File: config.mk
export PLATFORM = sky130hd
export DESIGN_NAME = crr_clock_reset
export DESIGN_NICKNAME = d
export VERILOG_FILES = /design/src/core/crr_pkg.sv /design/src/core/crr_sync_if.sv /design/src/core/crr_clock_reset.sv /design/src/core/crr_sync.sv
export SDC_FILE = /design/constraint.sdc
export NUM_CORES = 1
export LEC_CHECK = 0
export BUFFER_PORTS_ARGS = -buffer_cell sky130_fd_sc_hd__buf_4
export CAP_MARGIN = 15
export CORE_MARGIN = 2
export CORE_UTILIZATION = 52
export DETAILED_ROUTE_END_ITERATION = 6
export HOLD_SLACK_MARGIN = 0.03
export PLACE_DENSITY = 0.78
export SETUP_SLACK_MARGIN = 0.5
export SLEW_MARGIN = 5
export SYNTH_ARGS = -nofsm -noshare
export SYNTH_HDL_FRONTEND = slang
export SYNTH_SLANG_ARGS = --single-unit
File: constraint.sdc
create_clock -name clk -period 2.7 [get_ports clk]
set_clock_uncertainty 0.15 [all_clocks]
set_input_delay 0.54 -clock clk [delete_from_list [all_inputs] [get_ports clk]]
set_output_delay 0.54 -clock clk [all_outputs]
set_load 0.02 [all_outputs]
File: src/core/crr_pkg.sv
/*
 * Shared constants for the core clock-ratio and reset-state block: strap codes,
 * ratio figures in half steps, timing counts and the ratio decode function.
 * Assumes a 250 MHz block clock; all ratio arithmetic is in half-multiplier units.
 */
package crr_pkg;

    // =====================================================================
    // strap field and codes
    localparam int          STRAP_W   = 3;
    localparam logic [2:0]  CODE_R2   = 3'h0;
    localparam logic [2:0]  CODE_R2H  = 3'h1;
    localparam logic [2:0]  CODE_R3   = 3'h2;
    localparam logic [2:0]  CODE_R3H  = 3'h3;
    localparam logic [2:0]  CODE_R4   = 3'h4;
    localparam logic [2:0]  CODE_R5   = 3'h5;
    localparam logic [2:0]  CODE_R6   = 3'h6;
    localparam logic [2:0]  CODE_RSVD = 3'h7;

    // =====================================================================
    // multipliers counted in halves, so 2.5 becomes 5
    localparam int          HALF_W    = 4;
    localparam logic [3:0]  HALF_R2   = 4'h4;
    localparam logic [3:0]  HALF_R2H  = 4'h5;
    localparam logic [3:0]  HALF_R3   = 4'h6;
    localparam logic [3:0]  HALF_R3H  = 4'h7;
    localparam logic [3:0]  HALF_R4   = 4'h8;
    localparam logic [3:0]  HALF_R5   = 4'ha;
    localparam logic [3:0]  HALF_R6   = 4'hc;

    // =====================================================================
    // core tick budget
    localparam int          BUDGET_W  = 5;
    localparam logic [4:0]  TICK_COST = 5'h2;

    // =====================================================================
    // timing
    localparam int          CLK_PERIOD_NS = 4;
    localparam int          MIN_PULSE_NS  = 8;
    localparam int          MIN_PULSE_RAW = (MIN_PULSE_NS + CLK_PERIOD_NS - 1) / CLK_PERIOD_NS;
    localparam int          MIN_PULSE_CYC = (MIN_PULSE_RAW < 1) ? 1 : MIN_PULSE_RAW;

    typedef enum logic [1:0] {
        ST_RESET,
        ST_STRAP,
        ST_RUN
    } crr_state_e;

    // reserved code falls back to the default multiplier
    function automatic logic [3:0] crr_ratio_halves(input logic [2:0] code);
        logic [3:0] h;
        h = HALF_R2;
        unique case (code)
            CODE_R2:   h = HALF_R2;
            CODE_R2H:  h = HALF_R2H;
            CODE_R3:   h = HALF_R3;
            CODE_R3H:  h = HALF_R3H;
            CODE_R4:   h = HALF_R4;
            CODE_R5:   h = HALF_R5;
            CODE_R6:   h = HALF_R6;
            CODE_RSVD: h = HALF_R2;
        endcase
        return h;
    endfunction

endpackage

File: src/core/crr_sync_if.sv
/*
 * Carrier between the top and its input synchroniser: raw pins in, clean levels out.
 * Assumes both ends run on the same block clock.
 */
`timescale 1ns/1ns
interface crr_sync_if #(parameter int W = 4);
    logic [W-1:0] raw;
    logic [W-1:0] clean;
    modport sync (input raw, output clean);
    modport user (output raw, input clean);
endinterface

File: src/core/crr_clock_reset.sv
/*
 * Core clock-ratio and reset-state control. Straps are caught once after reset,
 * decoded to a multiplier, and a core tick stream is issued at n ticks per local
 * clock period. Reset holds execution idle and all pads undriven.
 * Assumes the local clock input is slow enough (>= 6 block cycles per period)
 * and that straps and pins are synchronous to clk, except asyncIn and rst_n.
 */
//  Contract
//  - core ticks n per local clock period
//  - reset gives known state, execution idle
//  - all outputs undriven during reset
//  - asynchronous inputs and reset get synchronisers
//  - inputs recognised only after minimum width
`timescale 1ns/1ns
module crr_clock_reset #(
    parameter int AW = 4,           // asynchronous inputs
    parameter int PW = 8            // driven pads
) (
    input  wire logic                        clk,               // block clock, 250 MHz
    input  wire logic                        rst_n,             // async reset, active low
    input  wire logic                        local_clock_in,    // local clock, sampled
    input  wire logic [crr_pkg::STRAP_W-1:0] core_ratio_strap,  // ratio strap
    input  wire logic                        sysclk_freq_strap, // must be one
    input  wire logic [AW-1:0]               asyncIn,           // asynchronous inputs
    input  wire logic [PW-1:0]               padData,           // pad values from core
    input  wire logic [PW-1:0]               padEn,             // pad drive requests
    output logic                             coreTick,          // one core instruction cycle
    output logic                             localTick,         // local clock rising edge
    output logic [crr_pkg::HALF_W-1:0]       ratioHalves,       // multiplier times two
    output logic                             strapFault,        // reserved code or bad strap
    output logic                             execIdle,          // execution held idle
    output logic [AW-1:0]                    syncOut,           // qualified async inputs
    output logic [PW-1:0]                    padOut,            // pad output value
    output logic [PW-1:0]                    padOe              // pad output enable
);
    import crr_pkg::*;

    // =====================================================================
    // reset release: asserts at once, releases after two edges
    logic rstMeta_ff;
    logic rstSyncN_ff;
    logic rstSyncN;

    always_ff @(posedge clk or negedge rst_n) begin
        if (!rst_n) begin
            rstMeta_ff  <= 1'b0;
            rstSyncN_ff <= 1'b0;
        end else begin
            rstMeta_ff  <= 1'b1;
            rstSyncN_ff <= rstMeta_ff;
        end
    end

    assign rstSyncN = rstSyncN_ff;

    // =====================================================================
    // input synchroniser
    crr_sync_if #(.W(AW)) syncBus ();
    assign syncBus.raw = asyncIn;

    crr_sync #(.W(AW), .MIN_CYC(MIN_PULSE_CYC)) uSync (
        .clk      (clk),
        .rstSyncN (rstSyncN),
        .sif      (syncBus)
    );

    // =====================================================================
    // state, strap capture and status
    crr_state_e          state_ff;
    crr_state_e          nxt_state;
    logic [STRAP_W-1:0]  strapHeld_ff;
    logic [STRAP_W-1:0]  nxt_strapHeld;
    logic                freqHeld_ff;
    logic                nxt_freqHeld;
    logic [HALF_W-1:0]   ratio_ff;
    logic [HALF_W-1:0]   nxt_ratio;
    logic                fault_ff;
    logic                nxt_fault;
    logic                idle_ff;
    logic                nxt_idle;
    logic                run;

    assign run = (state_ff == ST_RUN);

    always_comb begin
        nxt_state     = state_ff;
        nxt_strapHeld = strapHeld_ff;
        nxt_freqHeld  = freqHeld_ff;
        nxt_ratio     = ratio_ff;
        nxt_fault     = fault_ff;
        unique case (state_ff)
            ST_RESET: begin
                nxt_state = ST_STRAP;
            end
            ST_STRAP: begin
                // straps are static, so one sample after release is enough
                nxt_strapHeld = core_ratio_strap;
                nxt_freqHeld  = sysclk_freq_strap;
                nxt_ratio     = crr_ratio_halves(core_ratio_strap);
                nxt_fault     = (core_ratio_strap == CODE_RSVD) || !sysclk_freq_strap;
                nxt_state     = ST_RUN;
            end
            ST_RUN: begin
                nxt_state = ST_RUN;
            end
        endcase
        nxt_idle = (nxt_state != ST_RUN);
    end

    always_ff @(posedge clk or negedge rstSyncN) begin
        if (!rstSyncN) begin
            state_ff     <= ST_RESET;
            strapHeld_ff <= CODE_R2;
            freqHeld_ff  <= 1'b1;
            ratio_ff     <= HALF_R2;
            fault_ff     <= 1'b0;
            idle_ff      <= 1'b1;
        end else begin
            state_ff     <= nxt_state;
            strapHeld_ff <= nxt_strapHeld;
            freqHeld_ff  <= nxt_freqHeld;
            ratio_ff     <= nxt_ratio;
            fault_ff     <= nxt_fault;
            idle_ff      <= nxt_idle;
        end
    end

    // =====================================================================
    // core tick generator: each local edge adds n in halves, a tick costs two,
    // so half ratios carry over and even out across two periods
    logic                localQ_ff;
    logic                localPrev_ff;
    logic                localEdge;
    logic [BUDGET_W-1:0] budget_ff;
    logic [BUDGET_W-1:0] nxt_budget;
    logic                tick_ff;
    logic                nxt_tick;
    logic                ltick_ff;
    logic                nxt_ltick;

    assign localEdge = localQ_ff && !localPrev_ff;

    always_comb begin
        nxt_tick   = run && (budget_ff >= TICK_COST);
        nxt_ltick  = run && localEdge;
        nxt_budget = budget_ff;
        if (nxt_tick) begin
            nxt_budget = budget_ff - TICK_COST;
        end
        if (run && localEdge) begin
            nxt_budget = nxt_budget + BUDGET_W'(ratio_ff);
        end
    end

    always_ff @(posedge clk or negedge rstSyncN) begin
        if (!rstSyncN) begin
            localQ_ff    <= 1'b0;
            localPrev_ff <= 1'b0;
            budget_ff    <= '0;
            tick_ff      <= 1'b0;
            ltick_ff     <= 1'b0;
        end else begin
            localQ_ff    <= local_clock_in;
            localPrev_ff <= localQ_ff;
            budget_ff    <= nxt_budget;
            tick_ff      <= nxt_tick;
            ltick_ff     <= nxt_ltick;
        end
    end

    // =====================================================================
    // pads: enable only in run, so reset leaves every pad to its pull
    logic [PW-1:0] nxt_padOut;
    logic [PW-1:0] nxt_padOe;
    logic [PW-1:0] padOut_ff;
    logic [PW-1:0] padOe_ff;
    logic [AW-1:0] syncOut_ff;

    always_comb begin
        nxt_padOe  = run ? padEn : '0;
        nxt_padOut = run ? padData : '0;
    end

    always_ff @(posedge clk or negedge rstSyncN) begin
        if (!rstSyncN) begin
            padOut_ff  <= '0;
            padOe_ff   <= '0;
            syncOut_ff <= '0;
        end else begin
            padOut_ff  <= nxt_padOut;
            padOe_ff   <= nxt_padOe;
            syncOut_ff <= syncBus.clean;
        end
    end

    // rst_n reaches the pad enables through rstSyncN's async clear at once
    assign coreTick    = tick_ff;
    assign localTick   = ltick_ff;
    assign ratioHalves = ratio_ff;
    assign strapFault  = fault_ff;
    assign execIdle    = idle_ff;
    assign syncOut     = syncOut_ff;
    assign padOut      = padOut_ff;
    assign padOe       = padOe_ff;

    // =====================================================================
    // checks
    AST_RATIO_TWO_TICKS: assert property (
        @(posedge clk) disable iff (!rstSyncN)
        (run && localEdge && budget_ff == '0 && ratio_ff == HALF_R2)
        |-> ##2 tick_ff ##1 tick_ff ##1 !tick_ff)
        else $error("ratio two did not give two core ticks");

    AST_DECODE_THREE: assert property (
        @(posedge clk) disable iff (!rstSyncN)
        (run && strapHeld_ff == CODE_R3) |-> (ratio_ff == HALF_R3) && (fault_ff == !freqHeld_ff))
        else $error("code 010 did not decode to three");

    AST_RESERVED_CODE: assert property (
        @(posedge clk) disable iff (!rstSyncN)
        (run && strapHeld_ff == CODE_RSVD) |-> (ratio_ff == HALF_R2) && fault_ff)
        else $error("reserved code not flagged");

    AST_FREQ_STRAP_LOW: assert property (
        @(posedge clk) disable iff (!rstSyncN)
        (run && !freqHeld_ff) |-> fault_ff)
        else $error("low frequency strap not flagged");

    AST_IDLE_AFTER_RELEASE: assert property (
        @(posedge clk) disable iff (!rstSyncN)
        $rose(rstSyncN) |-> idle_ff ##1 idle_ff ##1 !idle_ff)
        else $error("idle state not held for two cycles after release");

    AST_PADS_OFF_IDLE: assert property (
        @(posedge clk) disable iff (!rstSyncN)
        idle_ff |-> (padOe_ff == '0) && (tick_ff == 1'b0))
        else $error("pad driven while idle");

    COV_HALF_RATIO: cover property (@(posedge clk) disable iff (!rstSyncN)
        run && ratio_ff == HALF_R2H && tick_ff);
    COV_RESERVED: cover property (@(posedge clk) disable iff (!rstSyncN)
        run && fault_ff);
    COV_PAD_DRIVE: cover property (@(posedge clk) disable iff (!rstSyncN)
        padOe_ff != '0);

endmodule

File: src/core/crr_sync.sv
/*
 * Two-flop synchroniser per bit followed by a pulse-width qualifier.
 * Assumes raw inputs may change at any time; a level counts only after it held
 * for MIN_CYC cycles behind the second flop.
 */
`timescale 1ns/1ns
module crr_sync #(
    parameter int W       = 4,
    parameter int MIN_CYC = crr_pkg::MIN_PULSE_CYC
) (
    input wire logic clk,           // block clock
    input wire logic rstSyncN,      // synchronised reset, active low
    crr_sync_if.sync sif            // raw in, qualified out
);
    import crr_pkg::*;

    localparam int CW = $clog2(MIN_CYC + 1);

    logic [W-1:0]  meta_ff;
    logic [W-1:0]  syncQ_ff;
    logic [W-1:0]  clean_ff;
    logic [W-1:0]  nxt_clean;
    logic [CW-1:0] cnt_ff  [W];
    logic [CW-1:0] nxt_cnt [W];

    // =====================================================================
    // qualifier: meta_ff feeds only syncQ_ff
    always_comb begin
        for (int i = 0; i < W; i++) begin
            nxt_cnt[i]   = '0;
            nxt_clean[i] = clean_ff[i];
            if (syncQ_ff[i] != clean_ff[i]) begin
                if (cnt_ff[i] == CW'(MIN_CYC - 1)) begin
                    nxt_clean[i] = syncQ_ff[i];
                end else begin
                    nxt_cnt[i] = cnt_ff[i] + 1'b1;
                end
            end
        end
    end

    always_ff @(posedge clk or negedge rstSyncN) begin
        if (!rstSyncN) begin
            meta_ff  <= '0;
            syncQ_ff <= '0;
            clean_ff <= '0;
            for (int i = 0; i < W; i++) begin
                cnt_ff[i] <= '0;
            end
        end else begin
            meta_ff  <= sif.raw;
            syncQ_ff <= meta_ff;
            clean_ff <= nxt_clean;
            for (int i = 0; i < W; i++) begin
                cnt_ff[i] <= nxt_cnt[i];
            end
        end
    end

    assign sif.clean = clean_ff;

    // =====================================================================
    // checks
    AST_SYNC_NOT_SAME_CYCLE: assert property (
        @(posedge clk) disable iff (!rstSyncN)
        ($rose(syncQ_ff[0]) && !clean_ff[0]) |=> !clean_ff[0])
        else $error("qualified level rose one cycle behind synchroniser");

    AST_MIN_PULSE_HELD: assert property (
        @(posedge clk) disable iff (!rstSyncN)
        $rose(clean_ff[0]) |-> $past(syncQ_ff[0]) && $past(syncQ_ff[0], 2))
        else $error("input recognised before its minimum width");

    COV_CLEAN_RISE: cover property (@(posedge clk) disable iff (!rstSyncN) $rose(clean_ff[0]));

endmodule

==> impl_metrics.env <==
export IMPL_status="complete, no violations"
export IMPL_worst_pin_slew_ns=0.672
export IMPL_cp_required_ns=2.75
export IMPL_syn_to_final_growth_pct=37.1
export IMPL_critPathCapture="budget_ff[2]$_DFF_PN0_"
export IMPL_total_leakage_power_nw=1.48
export IMPL_vdd_ir_drop_worst_mv=0.505
export IMPL_period_needed_ns=2.53
export IMPL_die_h_um=70.0
export IMPL_viasPerCell=5.04
export IMPL_drt_wl_total_um=4290
export IMPL_synth_seq_cells=59
export IMPL_netlist_instances=180
export IMPL_dp_cells=285
export IMPL_powerDensity_mw_per_mm2=973
export IMPL_dr_pass1_iters=4
export IMPL_num_io_pins=55
export IMPL_r2r_end="budget_ff[2]$_DFF_PN0_"
export IMPL_clk_pin_slew_ns=0.06
export IMPL_synthFlopType="dfrtp_1"
export IMPL_grt_max_degree=58
export IMPL_coreArea_mm2=0.00426
export IMPL_hold_path_depth=1
export IMPL_grt_pass1_vias=1600
export IMPL_yosysWarningCount=0
export IMPL_std_cell_rows=24
export IMPL_setup_tns_ns=0
export IMPL_final_antenna_net_count=0
export IMPL_antenna_found_initial=0
export IMPL_final_common_cell="buf_4"
export IMPL_nFillCells=287
export IMPL_design_die_area_mm2=0.00490
export IMPL_setup_viol=0
export IMPL_drc=0
export IMPL_synthArstFlopShare_pct=100
export IMPL_worst_setup_path_type="reg2reg"
export IMPL_layout_drive_gt1_share_pct=41.4
export IMPL_instances_no_fill=313
export IMPL_avgSynthCellArea_um2=12.6
export IMPL_reg2regPathDepth=13
export IMPL_crit_fanout=7
export IMPL_synth_edf_count=0
export IMPL_die_w_um=70.0
export IMPL_wire_per_inst_um=13.7
export IMPL_insertion_delay_ns=0.32
export IMPL_worstPathArrival_ns=2.58
export IMPL_grt_util_all_layers_pct=19.0
export IMPL_gp_congestion=0.824
export IMPL_post_dp_hpwl_um=2760
export IMPL_reg2reg_from="budget_ff[1]$_DFF_PN0_"
export IMPL_clock_sinks=59
export IMPL_startpoint="budget_ff[1]$_DFF_PN0_"
export IMPL_setup_ws_ns=0.170
export IMPL_ys_types=36
export IMPL_initial_utilization_pct=53.1
export IMPL_cp_start_kind="flip-flop"
export IMPL_grt_overflow_total=0
export IMPL_h_tree_depth=3
export IMPL_rsz0062_at_grt="yes"
export IMPL_layout_common_cells="buf_4, dfrtp_1, and2_1, clkbuf_8, inv_1"
export IMPL_endpoint_kind="flip-flop"
export IMPL_clk_path_buf_depth=2
export IMPL_cts_tree="yes"
export IMPL_antenna_cells=0
export IMPL_mappedNetlistNets=216
export IMPL_vias=1576
export IMPL_cts_buffers=9
export IMPL_timing_fmax_mhz=395
export IMPL_grt_pass1_wl_um=7090
export IMPL_syn_cell_area_mm2=0.00227
export IMPL_cap_violations=0
export IMPL_hold_violations=0
export IMPL_cts_root_buffer="clkbuf_8"
export IMPL_synth_seq_area_share_pct=65.3
export IMPL_dp_slack_ns=0.0610
export IMPL_hold_class="in2reg"
export IMPL_fin_util_pct=72.8
export IMPL_finalCritPeriodShare_pct=93.7
export IMPL_drtIter0Drc=81
export IMPL_relSlewSlack_pct=55.2
export IMPL_r2r_slack_ns=0.17
export IMPL_final_nets=292
export IMPL_report_final_slew_viol_count=0
export IMPL_io_buffers=54
## routing by layer
layer / track usage [%] / routed length (µm) / up-vias
li1: - / - / 739
met1: 22.2 / 1750 / 769
met2: 29.7 / 2160 / 60
met3: 8.08 / 294 / 8
met4: 10.3 / 83 / 0
met5: 0 / 0 / -
## critical path: stages, from the launching register on
cell and delay, ns:
dfrtp_2 0.40, inv_2 0.08, ha_4 0.13, or3b_4 0.45, a21oi_4 0.18, buf_6 0.12
buf_4 0.10, buf_4 0.10, buf_4 0.09, buf_4 0.09, buf_4 0.10, buf_4 0.10
nor3_1 0.04, a211o_1 0.29
## layout make-up
cell class / count / area (µm²) / share of cell area, %
Inverter: 12 / 45.0 / 1.45
Clock buffer: 12 / 155 / 5.00
Multi-Input combinational cell: 104 / 777 / 25.0
Clock inverter: 4 / 50.0 / 1.61
Timing Repair Buffer: 70 / 532 / 17.1
Sequential cell: 59 / 1480 / 47.7
Tap cell: 52 / 65.1 / 2.10
## sequential cells by signal, summed over array words and instances, names as in the netlist, 2 cells and up
register / count
uSync.sif.clean: 4
padOut: 8
padOe: 8
budget_ff: 5
syncOut: 4
state_ff: 2
uSync.syncQ_ff: 4
uSync.meta_ff: 4
ratioHalves: 4
uSync.cnt_ff: 8
## metrics by stage
stage / hold WS (ns) / total power, mW / area, µm²
finish: 0.177 / 3.02 / 3110
global route: 0.149 / 3.19 / 3110
CTS: 0.155 / 2.93 / 3060
detailed placement: 0.174 / 2.01 / 2760
global placement: 0.173 / 1.97 / 2760
floorplan: 0.0944 / 1.75 / 2280
## cell usage after synthesis (3+ instances only)
library cell,number,share of area [%]
dfrtp_1,57,63
nor2_1,8,1.3
nand3b_1,3,0.99
nor3_1,3,0.66
inv_1,11,1.8
o21ai_0,8,1.8
and2_1,20,5.5
nand2_1,9,1.5
a21oi_1,4,0.88
clkbuf_1,3,0.50
mux2_2,4,2.0
nor2b_1,7,1.9
nand3_1,3,0.66
xnor2_1,5,1.9
ha_1,8,4.4
o21ai_1,4,0.88
## power by group
part	switching, mW	internal (mW)	total [mW]
Clock	0.319	0.475	0.794
Combinational	0.542	0.550	1.09
Sequential	0.0918	1.05	1.14
## timing repair
item                                    in CTS  in global routing
gates resized for setup                      6                  7
setup buffers                               10                  1
endpoints found under the setup margin       4                  4
endpoints found under the hold margin        2                  0
pin swaps                                    9                  1
hold buffers                                 1                  0
## worst min-delay path by stage
| stage | start | to | slack [ns] |
|---|---|---|---|
| 6_report | local_clock_in | localQ_ff$_DFF_PN0_ | 0.18 |
| 5_1_grt | asyncIn[0] | uSync.meta_ff[0]$_DFF_PN0_ | 0.15 |
| 4_1_cts | local_clock_in | localQ_ff$_DFF_PN0_ | 0.15 |
| 3_5_place_dp | rst_n | rstMeta_ff$_DFF_PN0_ | 0.17 |
| 3_3_place_gp | rst_n | rstMeta_ff$_DFF_PN0_ | 0.17 |
| 2_1_floorplan | rst_n | rstMeta_ff$_DFF_PN0_ | 0.09 |
## kinds of logic after synthesis
logic type,after synthesis,share of synthesized area [%]
and+or+nand+nor,58,14.3
buffers and inverters,17,3.20
AOI/OAI and AO/OA,25,7.07
adders and majority gates,9,5.30
DFF,59,65.3
other,1,0.165
muxes,4,1.99
xor gates and xnor gates,7,2.71
No activity file was read; power rests on OpenSTA's default activity.
